===== src/slt_pkg.sv =====
// Purpose: constants for link, response and time-to-live timers and error capture
// Assumes: 100 MHz clk_sys; register offsets are byte addresses
// Notes:   bit positions given as lsb-zero indices
package slt_pkg;
  localparam int unsigned CLK_PERIOD_NS = 10;
  localparam int unsigned ADDR_W        = 24;
  localparam int unsigned CNT_W         = 24;
  localparam int unsigned NUM_SRC       = 2;
  localparam int unsigned NUM_LINK_EV   = 2;
  localparam int unsigned SRC_MSG_UNIT  = 1;

  // clock dividers, in platform clock periods per count step
  localparam int unsigned LINK_DIV_CLKS = 2;
  localparam int unsigned RESP_DIV_CLKS = 60;
  localparam int unsigned TTL_DIV_CLKS  = 2;
  localparam logic [5:0]  RESP_PRE_LAST = 6'(RESP_DIV_CLKS - 1);

  // register byte addresses
  localparam logic [ADDR_W-1:0] OFS_LINK_TIMEOUT  = 24'h000120;
  localparam logic [ADDR_W-1:0] OFS_RESP_TIMEOUT  = 24'h000124;
  localparam logic [ADDR_W-1:0] OFS_GEN_CTRL      = 24'h00013C;
  localparam logic [ADDR_W-1:0] OFS_LOCAL_ACK     = 24'h000148;
  localparam logic [ADDR_W-1:0] OFS_ERR_DETECT    = 24'h000608;
  localparam logic [ADDR_W-1:0] OFS_ERR_ENABLE    = 24'h00060C;
  localparam logic [ADDR_W-1:0] OFS_PW_INT_STATUS = 24'h1D0124;
  localparam logic [ADDR_W-1:0] OFS_ACCEPT_ALL    = 24'h1D0138;
  localparam logic [ADDR_W-1:0] OFS_TTL_CONFIG    = 24'h1D013C;
  localparam logic [ADDR_W-1:0] OFS_PHY_LINK_CFG  = 24'h1D0140;
  localparam logic [NUM_SRC-1:0][ADDR_W-1:0] OFS_CAP_ADDR  = {24'h000714, 24'h000614};
  localparam logic [NUM_SRC-1:0][ADDR_W-1:0] OFS_CAP_DEVID = {24'h000718, 24'h000618};
  localparam logic [NUM_SRC-1:0][ADDR_W-1:0] OFS_CAP_CTRL  = {24'h00071C, 24'h00061C};
  localparam logic [NUM_SRC-1:0][ADDR_W-1:0] OFS_CAP_EXT   = {24'h000740, 24'h000640};

  // field positions (lsb-zero)
  localparam int unsigned TO_VAL_LSB       = 8;
  localparam int unsigned ILLEGAL_TGT_BIT  = 26;
  localparam int unsigned RESP_TO_FLAG_BIT = 24;
  localparam int unsigned PW_PENDING_BIT   = 31;
  localparam int unsigned OB_DRAIN_BIT     = 2;
  localparam int unsigned PHY_CFG_FLAG_BIT = 4;
  localparam int unsigned ECI_LSB          = 8;
  localparam int unsigned ACK_OUT_LSB      = 0;
  localparam int unsigned ACK_IN_LSB       = 24;
  localparam int unsigned ACK_W            = 5;

  // register masks and reset values
  localparam logic [31:0] GEN_CTRL_MASK    = 32'hE0000000;
  localparam logic [31:0] ERR_DETECT_MASK  = 32'hFF0000FF;
  localparam logic [31:0] PHY_CFG_MASK     = 32'h0000003C;
  localparam logic [31:0] PW_STATUS_MASK   = 32'h80000000;
  localparam logic [CNT_W-1:0] TO_RESET    = 24'hFFFFFF;
  localparam logic [CNT_W-1:0] TTL_RESET   = 24'h000000;
  localparam logic [CNT_W-1:0] CNT_ZERO    = 24'h000000;
  localparam logic [CNT_W-1:0] CNT_ONE     = 24'h000001;
  localparam logic [31:0] ACCEPT_ALL_RESET = 32'h10000000;
  localparam logic [31:0] PHY_CFG_RESET    = 32'h00000010;
  localparam logic [31:0] ZERO32           = 32'h00000000;
endpackage : slt_pkg


===== src/slt_timeouts.sv =====
// Purpose: link, response and time-to-live timers with lock-once error capture
// Assumes: all event inputs are one-cycle pulses synchronous to clk_sys
// Notes:   index 0 of capture arrays is the port, index 1 the message unit
`timescale 1ns/1ps
module slt_timeouts (
  input  wire logic                                       clk_sys,
  input  wire logic                                       srst,
  input  wire logic [slt_pkg::ADDR_W-1:0]                 reg_addr,
  input  wire logic [31:0]                                reg_wdata,
  input  wire logic                                       reg_wr,
  input  wire logic                                       reg_rd,
  output logic      [31:0]                                reg_rdata,
  input  wire logic                                       pkt_sent,
  input  wire logic                                       ack_rcvd,
  input  wire logic                                       link_req_sent,
  input  wire logic                                       link_resp_rcvd,
  input  wire logic                                       req_sent,
  input  wire logic                                       resp_rcvd,
  input  wire logic                                       pkt_ready,
  input  wire logic                                       pkt_accept,
  input  wire logic                                       pkt_needs_resp,
  input  wire logic                                       doorbell_resp_timeout,
  input  wire logic                                       rx_bad_destid,
  input  wire logic [slt_pkg::ACK_W-1:0]                  tx_ackid,
  input  wire logic [slt_pkg::ACK_W-1:0]                  rx_ackid,
  input  wire logic [slt_pkg::NUM_SRC-1:0]                err_event,
  input  wire logic [slt_pkg::NUM_SRC-1:0][31:0]          err_addr,
  input  wire logic [slt_pkg::NUM_SRC-1:0][31:0]          err_devid,
  input  wire logic [slt_pkg::NUM_SRC-1:0][31:0]          err_ctrl,
  input  wire logic [slt_pkg::NUM_SRC-1:0][15:0]          err_char_is_ctrl,
  output logic      [slt_pkg::NUM_LINK_EV-1:0]            link_timeout,
  output logic                                            resp_timeout,
  output logic                                            ttl_discard,
  output logic                                            internal_err_resp,
  output logic                                            outbound_drain_enable,
  output logic      [slt_pkg::NUM_SRC-1:0]                capture_locked,
  output logic      [31:0]                                ext_ack_status
);
  import slt_pkg::*;

  typedef struct packed {
    logic [31:0]                         rdata;
    logic [CNT_W-1:0]                    lto_val;
    logic [CNT_W-1:0]                    rto_val;
    logic [CNT_W-1:0]                    ttl_val;
    logic [31:0]                         gcs;
    logic [31:0]                         accept_all_configuration;
    logic [31:0]                         physical_link_configuration;
    logic [31:0]                         led;
    logic [31:0]                         lee;
    logic [31:0]                         pwis;
    logic [NUM_LINK_EV-1:0]              lt_act;
    logic [NUM_LINK_EV-1:0][CNT_W-1:0]   lt_cnt;
    logic                                rt_act;
    logic [CNT_W-1:0]                    rt_cnt;
    logic                                ttl_act;
    logic                                ttl_resp;
    logic [CNT_W-1:0]                    ttl_cnt;
    logic                                ie_act;
    logic [CNT_W-1:0]                    ie_cnt;
    logic                                half;
    logic [5:0]                          pre;
    logic [NUM_SRC-1:0]                  lock;
    logic [NUM_SRC-1:0][31:0]            cap_addr;
    logic [NUM_SRC-1:0][31:0]            cap_devid;
    logic [NUM_SRC-1:0][31:0]            cap_ctrl;
    logic [NUM_SRC-1:0][15:0]            cap_eci;
    logic [NUM_LINK_EV-1:0]              lt_exp;
    logic                                rt_exp;
    logic                                ttl_exp;
    logic                                ie_exp;
    logic [31:0]                         ack;
  } slt_state_type;

  slt_state_type state;
  slt_state_type next_state;

  logic                    tick_link;
  logic                    tick_resp;
  logic [NUM_LINK_EV-1:0]  lt_start;
  logic [NUM_LINK_EV-1:0]  lt_stop;
  logic [31:0]             wr_lto;
  logic [31:0]             rd_val;
  logic                    lock_any;

  assign lt_start = {link_req_sent, pkt_sent};
  assign lt_stop  = {link_resp_rcvd, ack_rcvd};
  assign tick_link = state.half;
  assign tick_resp = (state.pre == RESP_PRE_LAST);
  assign lock_any  = |state.lock;

  always_comb begin
    next_state = state;
    wr_lto     = ZERO32;
    rd_val     = ZERO32;
    next_state.lt_exp  = '0;
    next_state.rt_exp  = 1'b0;
    next_state.ttl_exp = 1'b0;
    next_state.ie_exp  = 1'b0;

    // dividers
    next_state.half = ~state.half;
    next_state.pre  = tick_resp ? 6'h00 : state.pre + 6'h01;

    // link timers, one per awaited event, sharing one value
    for (int i = 0; i < NUM_LINK_EV; i++) begin
      if (lt_start[i]) begin
        next_state.lt_act[i] = 1'b1;
        next_state.lt_cnt[i] = state.lto_val;
      end else if (lt_stop[i]) begin
        next_state.lt_act[i] = 1'b0;
      end else if (state.lt_act[i] && tick_link) begin
        if (state.lt_cnt[i] == CNT_ZERO) begin
          next_state.lt_act[i] = 1'b0;
          next_state.lt_exp[i] = 1'b1;
        end else begin
          next_state.lt_cnt[i] = state.lt_cnt[i] - CNT_ONE;
        end
      end
    end

    // response timer
    if (req_sent) begin
      next_state.rt_act = 1'b1;
      next_state.rt_cnt = state.rto_val;
    end else if (resp_rcvd) begin
      next_state.rt_act = 1'b0;
    end else if (state.rt_act && tick_resp) begin
      if (state.rt_cnt == CNT_ZERO) begin
        next_state.rt_act = 1'b0;
        next_state.rt_exp = 1'b1;
      end else begin
        next_state.rt_cnt = state.rt_cnt - CNT_ONE;
      end
    end

    // time-to-live, zero value disables it
    if (pkt_ready && (state.ttl_val != CNT_ZERO)) begin
      next_state.ttl_act  = 1'b1;
      next_state.ttl_cnt  = state.ttl_val;
      next_state.ttl_resp = pkt_needs_resp;
    end else if (pkt_accept) begin
      next_state.ttl_act = 1'b0;
    end else if (state.ttl_act && tick_link) begin
      if (state.ttl_cnt == CNT_ZERO) begin
        next_state.ttl_act = 1'b0;
        next_state.ttl_exp = 1'b1;
        if (state.ttl_resp) begin
          next_state.ie_act = 1'b1;
          next_state.ie_cnt = state.rto_val;
        end
      end else begin
        next_state.ttl_cnt = state.ttl_cnt - CNT_ONE;
      end
    end

    // internal error response once the response time-out elapses
    if (state.ie_act && tick_resp) begin
      if (state.ie_cnt == CNT_ZERO) begin
        next_state.ie_act = 1'b0;
        next_state.ie_exp = 1'b1;
      end else begin
        next_state.ie_cnt = state.ie_cnt - CNT_ONE;
      end
    end

    // ack status mirror for local and external readers
    next_state.ack = ZERO32;
    next_state.ack[ACK_IN_LSB +: ACK_W]  = rx_ackid;
    next_state.ack[ACK_OUT_LSB +: ACK_W] = tx_ackid;

    // register writes
    if (reg_wr) begin
      wr_lto = reg_wdata;
      unique case (reg_addr)
        OFS_LINK_TIMEOUT: next_state.lto_val = wr_lto[TO_VAL_LSB +: CNT_W];
        OFS_RESP_TIMEOUT: next_state.rto_val = wr_lto[TO_VAL_LSB +: CNT_W];
        OFS_TTL_CONFIG:   next_state.ttl_val = wr_lto[TO_VAL_LSB +: CNT_W];
        OFS_GEN_CTRL:     next_state.gcs = reg_wdata & GEN_CTRL_MASK;
        OFS_ACCEPT_ALL:   next_state.accept_all_configuration = reg_wdata;
        OFS_PHY_LINK_CFG: next_state.physical_link_configuration = reg_wdata & PHY_CFG_MASK;
        OFS_ERR_ENABLE:   next_state.lee = reg_wdata & ERR_DETECT_MASK;
        OFS_ERR_DETECT: begin
          next_state.led  = state.led & reg_wdata;
          if (reg_wdata == ZERO32) begin
            next_state.lock = '0;
          end
        end
        OFS_PW_INT_STATUS: next_state.pwis = state.pwis & reg_wdata;
        default: ;
      endcase
    end

    // hardware sets, winning over a same-cycle clear
    if (rx_bad_destid) begin
      next_state.led[ILLEGAL_TGT_BIT] = 1'b1;
    end
    if (state.rt_exp) begin
      next_state.led[RESP_TO_FLAG_BIT] = 1'b1;
    end
    if (doorbell_resp_timeout) begin
      next_state.pwis[PW_PENDING_BIT] = 1'b1;
    end
    if (state.ttl_exp) begin
      next_state.physical_link_configuration[OB_DRAIN_BIT] = 1'b1;
    end

    // lock-once capture, message unit blocked by any lock
    for (int s = 0; s < NUM_SRC; s++) begin
      if (err_event[s] && (state.lee != ZERO32) && !state.lock[s] &&
          ((s != SRC_MSG_UNIT) || !lock_any)) begin
        next_state.lock[s]      = 1'b1;
        next_state.cap_addr[s]  = err_addr[s];
        next_state.cap_devid[s] = err_devid[s];
        next_state.cap_ctrl[s]  = err_ctrl[s];
        next_state.cap_eci[s]   = err_char_is_ctrl[s];
      end
    end

    // register reads, data one cycle later
    unique case (reg_addr)
      OFS_LINK_TIMEOUT:  rd_val[TO_VAL_LSB +: CNT_W] = state.lto_val;
      OFS_RESP_TIMEOUT:  rd_val[TO_VAL_LSB +: CNT_W] = state.rto_val;
      OFS_TTL_CONFIG:    rd_val[TO_VAL_LSB +: CNT_W] = state.ttl_val;
      OFS_GEN_CTRL:      rd_val = state.gcs;
      OFS_LOCAL_ACK:     rd_val = state.ack;
      OFS_ERR_DETECT:    rd_val = state.led;
      OFS_ERR_ENABLE:    rd_val = state.lee;
      OFS_PW_INT_STATUS: rd_val = state.pwis;
      OFS_ACCEPT_ALL:    rd_val = state.accept_all_configuration;
      OFS_PHY_LINK_CFG:  rd_val = state.physical_link_configuration;
      default: begin
        for (int s = 0; s < NUM_SRC; s++) begin
          if (reg_addr == OFS_CAP_ADDR[s]) begin
            rd_val = state.cap_addr[s];
          end
          if (reg_addr == OFS_CAP_DEVID[s]) begin
            rd_val = state.cap_devid[s];
          end
          if (reg_addr == OFS_CAP_CTRL[s]) begin
            rd_val = state.cap_ctrl[s];
          end
          if (reg_addr == OFS_CAP_EXT[s]) begin
            rd_val[ECI_LSB +: 16] = state.cap_eci[s];
          end
        end
      end
    endcase
    next_state.rdata = reg_rd ? rd_val : ZERO32;

    if (srst) begin
      next_state         = '0;
      next_state.lto_val = TO_RESET;
      next_state.rto_val = TO_RESET;
      next_state.ttl_val = TTL_RESET;
      next_state.accept_all_configuration    = ACCEPT_ALL_RESET;
      next_state.physical_link_configuration     = PHY_CFG_RESET;
    end
  end

  always_ff @(posedge clk_sys) begin
    state <= next_state;
  end

  assign reg_rdata             = state.rdata;
  assign link_timeout          = state.lt_exp;
  assign resp_timeout          = state.rt_exp;
  assign ttl_discard           = state.ttl_exp;
  assign internal_err_resp     = state.ie_exp;
  assign outbound_drain_enable = state.physical_link_configuration[OB_DRAIN_BIT];
  assign capture_locked        = state.lock;
  assign ext_ack_status        = state.ack;
endmodule // slt_timeouts


===== config.mk =====
export PLATFORM = sky130hd
export DESIGN_NAME = slt_timeouts
export DESIGN_NICKNAME = d
export VERILOG_FILES = /design/src/slt_pkg.sv /design/src/slt_timeouts.sv
export SDC_FILE = /design/constraint.sdc
export NUM_CORES = 1
export LEC_CHECK = 0
export ABC_CLOCK_PERIOD_IN_PS = 5050
export BUFFER_PORTS_ARGS = -buffer_cell sky130_fd_sc_hd__buf_4
export CORE_MARGIN = 2
export CORE_UTILIZATION = 30
export CTS_BUF_LIST = sky130_fd_sc_hd__clkbuf_4 sky130_fd_sc_hd__clkbuf_8
export DETAILED_ROUTE_END_ITERATION = 10
export HOLD_SLACK_MARGIN = 0.1
export PLACE_DENSITY_LB_ADDON = 0.08
export SYNTH_ARGS = -nofsm -noshare
export SYNTH_HDL_FRONTEND = slang
export SYNTH_SLANG_ARGS = --single-unit
export TNS_END_PERCENT = 5

===== constraint.sdc =====
create_clock -name clk_sys -period 5.05 [get_ports clk_sys]
set_input_delay 1.2625 -clock clk_sys [delete_from_list [all_inputs] [get_ports clk_sys]]
set_output_delay 1.2625 -clock clk_sys [all_outputs]
set_load 0.03 [all_outputs]

# After elaboration in Yosys (flattened, before gate mapping)
# Cells that the tools add are included.
# totals
regBits	619
elab_cells	231
out_inout_bits	72
in_bits	307
# classes
n_reduce_logical	80
n_eq_ne	27
bitwise_logic	9
n_addsub	6
n_mux	65
# op_table
operator	n
24-bit two-way mux	13
32-bit two-way mux	9
24-bit by 11-bit equality test with 1-bit output, second input constant	10
24-bit case mux with 10 select lines	1
25-bit two-way mux	6
24-bit logical NOT	5
24-bit by 1-bit subtractor with 24-bit output, second input constant	5
99-bit two-way mux	1
49-bit two-way mux	2
24-bit by 21-bit equality test with 1-bit output, second input constant	4
24-bit by 9-bit equality test with 1-bit output, second input constant	4
32-bit bitwise AND	2
8-bit case mux with 7 select lines	1
2-bit nonzero test	18
2-bit AND reduction	17
32-bit logical NOT	1
16-bit two-way mux	2
32-bit nonzero test	1
1-bit two-way mux	26
24-bit nonzero test	1
3-bit nonzero test	8
4-bit OR reduction	5
3-bit AND reduction	6
2-bit inequality test, second input constant	7
other kinds (9)	32

# Depth between registers and ports, before layout
# logic_depth
word_depth	10
ltp_mapped	10
mapped_depth_nobuf	8

# Worst setup path after synthesis
# No wires, ideal clock.
# synth_path
path_kind	input port to flip-flop
start	input port reg_addr[17] (netlist bit)
end	register state, in the netlist reg_rdata[0]
required_ns	4.979
cell_stages	8
setup_ns	0.071
setup_slack_ns	1.214
arrival_time_ns	3.765
cell_sequence	or4_1 > or4_1 > clkbuf_1 > buf_2 > nor4_2 > a222oi_1 > nand4_1 > o2bb2ai_1
# synth_between
elab_chain_len	8
# synth_rtl
item	line	text
start: declaration	slt_timeouts.sv:8	input wire logic [slt_pkg::ADDR_W-1:0] reg_addr,
24-bit by 11-bit equality test with 1-bit output	slt_timeouts.sv:234	if (reg_addr == OFS_CAP_ADDR[s]) begin
32-bit two-way mux	slt_timeouts.sv:234	
32-bit two-way mux	slt_timeouts.sv:237	if (reg_addr == OFS_CAP_DEVID[s]) begin
32-bit two-way mux	slt_timeouts.sv:240	if (reg_addr == OFS_CAP_CTRL[s]) begin
32-bit two-way mux	slt_timeouts.sv:234	
32-bit two-way mux	slt_timeouts.sv:237	
32-bit two-way mux	slt_timeouts.sv:240	
8-bit case mux with 7 select lines (*)	slt_timeouts.sv:221	unique case (reg_addr)
end signal: assignment	slt_timeouts.sv:262	state <= next_state;
end: declaration	slt_timeouts.sv:75	slt_state_type state;
# Every way passes the cells marked *; elsewhere a longest branch is shown, timed or not.
# A chain may end at the register's enable or synchronous reset.

# Worst setup path after layout
# layout_path
start	input port reg_addr[17] (netlist bit)
end	register state, in the netlist reg_rdata[29]
# layout_between
elab_chain_len	8
# layout_rtl
item	line
24-bit by 11-bit equality test with 1-bit output	slt_timeouts.sv:234
32-bit two-way mux	slt_timeouts.sv:234
32-bit two-way mux	slt_timeouts.sv:237
32-bit two-way mux	slt_timeouts.sv:240
32-bit two-way mux	slt_timeouts.sv:234
32-bit two-way mux	slt_timeouts.sv:237
32-bit two-way mux	slt_timeouts.sv:240
24-bit case mux with 10 select lines (*)	slt_timeouts.sv:221
# Marked as above.

==> summary.txt <==
Yosys
  • Mean Syn Cell Area: between 8 and 9 µm²
  • Share of the yosys chip area belonging to registers: 44.1%
  • Post-synthesis instance total: 3377
  • Share of synthesized flip-flops with an asynchronous set or reset: 0%
  • Cell type with the highest aggregate area in the netlist: sky130_fd_sc_hd__dfxtp_1
  • Post-synthesis instance area: about 27000 µm²
  • Primary FF master, synth: sky130_fd_sc_hd__dfxtp_1
  • Top-area cell type share of the netlist area: between 40% and 50%
  • Top area cells in the synthesized netlist: sky130_fd_sc_hd__dfxtp_1, sky130_fd_sc_hd__nand2_1, sky130_fd_sc_hd__a21oi_1
  • Number of synthesized flops with an enable pin: 0
  • Yosys Warn Count: 0
  • Synthesized flop and latch total: around 600
  • Number of distinct library cells after synthesis: 83

Drt
  • Aggregate routed wire length: 121 mm
  • Number of routed nets with antenna violations: 0
  • Via density: 5.37
  • Number of optimization iterations in the first detailed-route pass: 6
  • Drt drc: 0
  • Detail-routed net length per standard cell: about 25 µm
  • First DRT Iteration DRCs: about 2200
  • Total vias in the final route: approximately 26000

Power and ir drop
  • Maximum ir drop on the vdd rail: approximately 0.22 mV
  • Part of the total power dissipated in sequential elements: 45.3%
  • Combinational share of power: 5.9%
  • Pwr/cell area: between 300 and 400 nW/µm²
  • Clock power frac: about 49%
  • Leakage power summed over all cells: approximately 12 nW
  • Pwr Total: ~11 mW
  • Sw Ratio: about 25%
  • Internal power summed over all cells: ~8 mW
  • Reported net switching power: between 2 and 3 mW

Clocking
  • Post-cts sizing count: 0
  • TritonCTS clock tree: built
  • Root buffer cell: sky130_fd_sc_hd__clkbuf_8
  • Clock-pin slew on the worst setup and hold paths: 60 ps
  • H-tree depth reported by CTS: 3
  • Count of clock tree sinks: between 500 and 600
  • Inserted Clock Buffers: 109
  • Insertion delay of the later-clocked pin in the worst-skew pair: 740 ps
  • CTS max path bufs: 3
  • Post-cts hold buffer count: 0
  • Number of buffers added for setup after CTS: 0

Timing
  • Transition at the pin with the smallest max-transition slack: approximately 1100 ps
  • Sum of negative setup slack: 0 ps
  • Maximum clock skew at final layout: 30.4 ps
  • Time the final worst path needs with I/O delays and setup: 3820 ps
  • Max frequency: about 260 MHz
  • Max Slew Vio Count: 0
  • Final Setup Violations: 0
  • RSZ-0062 raised after global routing: no
  • Worst slew margin relative to its limit: 24.7%
  • Share of the cycle needed by the critical path after routing: between 70% and 80%
  • Number of hold-slack violations in the final timing report: 0

Setup path
  • Type of destination of the critical path: register
  • Critical path start-end classification: in2reg
  • Source of the worst register-to-register timing path: state[311]
  • Logic depth of the worst register-to-register path: 6
  • Element type at the critical path start: input pin
  • Required time reported for the critical path endpoint: approximately 5700 ps
  • Arrival time at the worst endpoint: 4470 ps
  • Critical register-to-register path endpoint: state[278]
  • Maximum fanout count along the critical path: 8
  • Reg2reg setup slack: ~1600 ps

Placed design
  • Placed wire-length estimate: 88.6 mm
  • Buffers added on ports: ~360
  • Final RePlAce weighted congestion: a little under 1

Finish
  • Fill count: 9599
  • Layout overhead on the synthesized area: 22.1%
  • Layout cells sized above 1: roughly 18%
  • Fin nets: around 3900

Floorplanning
  • Initial Utilization: 30.2%
  • Die area: around 93000 µm²
  • Y dimension of the die: between 300 and 400 µm
  • Die Wd: slightly above 300 µm
  • Placeable core region: between 80000 and 90000 µm²
  • Site Rows: 110
  • Top Ports: around 380

Run status
  • Outcome: complete, no violations

GRT
  • Pin count of the biggest net entering global routing: between 150 and 200
  • Combined global-route utilization of all metal layers: between 20 and 30%
  • Overall overflow remaining after global route: 0
  • First-pass GRT wire length: 175 mm
  • Vias in the first global route: roughly 25000
  • Initial antenna violation count: 9

Hold path
  • Hold Path Class: reg2reg
  • Worst hold path stage count: 1
  • Hold Path Sink: state[263]
  • Hold Path Origin: state[263]

Job
  • Max_cap viols: 0
==> cells in the mapped netlist, drive strengths merged, types with 25 or more instances <==
cell,number
a22o,35
or3,26
a211oi,49
inv,52
clkbuf,229
nand3,44
nor3b,67
xnor2,47
nand2,738
and3,45
nor4,78
a21o,30
dfxtp,597
o21ai,47
a21oi,369
a211o,32
buf,88
a22oi,45
a31oi,25
nor2,224
mux2i,30
nand4,31
nand3b,31
or4,29
nor3,68
==> area by class of cell <==
cell class	count	area (µm²)	area share [%]
Antenna cell	5	12.5	0.0378
Clock buffer	171	2170	6.56
Clock inverter	24	275	0.832
Inverter	53	199	0.601
Multi-Input combinational cell	2431	13700	41.4
Sequential cell	597	12000	36.1
Tap cell	1176	1470	4.45
Timing Repair Buffer	429	3320	10.0
==> flip-flops by register name (all words and copies together) (netlist names) <==
| register | flops |
|---|---|
| state | 546 |
| reg_rdata | 32 |
| ext_ack_status | 10 |
| capture_locked | 2 |
| link_timeout | 2 |
| internal_err_resp | 1 |
| outbound_drain_enable | 1 |
| resp_timeout | 1 |
| tick_link | 1 |
| ttl_discard | 1 |
==> worst max-delay path, cell delays in order <==
cell                      delay, ps
sky130_fd_sc_hd__buf_4          110
sky130_fd_sc_hd__or4_1          670
sky130_fd_sc_hd__or4_1          750
sky130_fd_sc_hd__buf_4          270
sky130_fd_sc_hd__nor4_2         620
sky130_fd_sc_hd__buf_4          250
sky130_fd_sc_hd__a22oi_1         90
sky130_fd_sc_hd__a31o_2         290
sky130_fd_sc_hd__a31oi_1        160
==> through the flow <==
step / setup slack, ps / hold WS, ps / instances / instance area [µm²] / utilization [%]
after CTS: 1340 / 452 / 4881 / 33100 / 36.9
after global routing: 1160 / 469 / 4883 / 33100 / 36.9
after detailed placement: 527 / 439 / 4686 / 30600 / 34.1
after floorplan: 1210 / 418 / 3398 / 27200 / -
final: 1230 / 448 / 4886 / 33100 / 36.9
after global placement: 576 / 436 / 4686 / 30600 / 34.1
==> power groups by stage <==
| stage | clock (mW) | sequential (mW) | combinational, mW |
|---|---|---|---|
| 2_1_floorplan | 0 | 4.90 | 0.296 |
| 3_3_place_gp | 0 | 4.92 | 0.628 |
| 3_5_place_dp | 0 | 4.92 | 0.626 |
| 4_1_cts | 5.31 | 4.81 | 0.629 |
| 5_1_grt | 5.52 | 4.82 | 0.670 |
| 6_report | 5.19 | 4.81 | 0.629 |
==> logic make-up (layout without fill, tap and decap cells) <==
family / after synthesis / after routing / synth area share [%]
simple gates: 1456 / 1456 / 25.5
compound gates: 839 / 839 / 20.4
flops: 597 / 597 / 44.1
buf+inv: 370 / 677 / 6.09
xor+xnor: 71 / 71 / 2.29
mux: 36 / 36 / 1.36
fa+ha+maj: 7 / 7 / 0.323
other cells: 1 / 27 / 0.0138
==> placed cells by master, fill, tap and decap left out, drive strengths merged, types with 17 or more instances in the layout <==
| cell type | n |
|---|---|
| and3 | 45 |
| dfxtp | 597 |
| nor4 | 78 |
| a21o | 30 |
| o22ai | 24 |
| a21oi | 369 |
| nor3 | 68 |
| inv | 56 |
| buf | 429 |
| a31oi | 25 |
| a22o | 35 |
| o21ai | 47 |
| conb | 22 |
| nand4 | 31 |
| a211oi | 49 |
| xor2 | 24 |
| a22oi | 45 |
| clkbuf | 171 |
| a222oi | 19 |
| nor2 | 224 |
| a311oi | 18 |
| o221ai | 21 |
| or3 | 26 |
| nand3 | 44 |
| nand3b | 31 |
| a32oi | 17 |
| nand2 | 738 |
| a211o | 32 |
| a221oi | 21 |
| xnor2 | 47 |
| or4 | 29 |
| nor3b | 67 |
| mux2i | 30 |
==> layer usage <==
| layer | vias up | track usage [%] | routed length [µm] |
|---|---|---|---|
| li1 | 12500 | - | - |
| met1 | 12800 | 32.7 | 52600 |
| met2 | 872 | 42.0 | 57200 |
| met3 | 168 | 4.35 | 6960 |
| met4 | 6 | 7.84 | 3790 |
| met5 | - | 0 | 36 |
==> how the worst max path moves through the flow <==
| stage | start | end | slack, ps | depth (start not counted) |
|---|---|---|---|---|
| floorplan | reg_addr[17] | reg_rdata[0] | 1210 | 8 |
| global placement | reg_addr[17] | reg_rdata[29] | 580 | 9 |
| detailed placement | reg_addr[17] | reg_rdata[29] | 530 | 9 |
| CTS | reg_addr[17] | reg_rdata[29] | 1340 | 9 |
| global route | reg_addr[17] | reg_rdata[29] | 1160 | 9 |
| finish | reg_addr[17] | reg_rdata[29] | 1230 | 9 |
(Power assumes the default switching activity.)
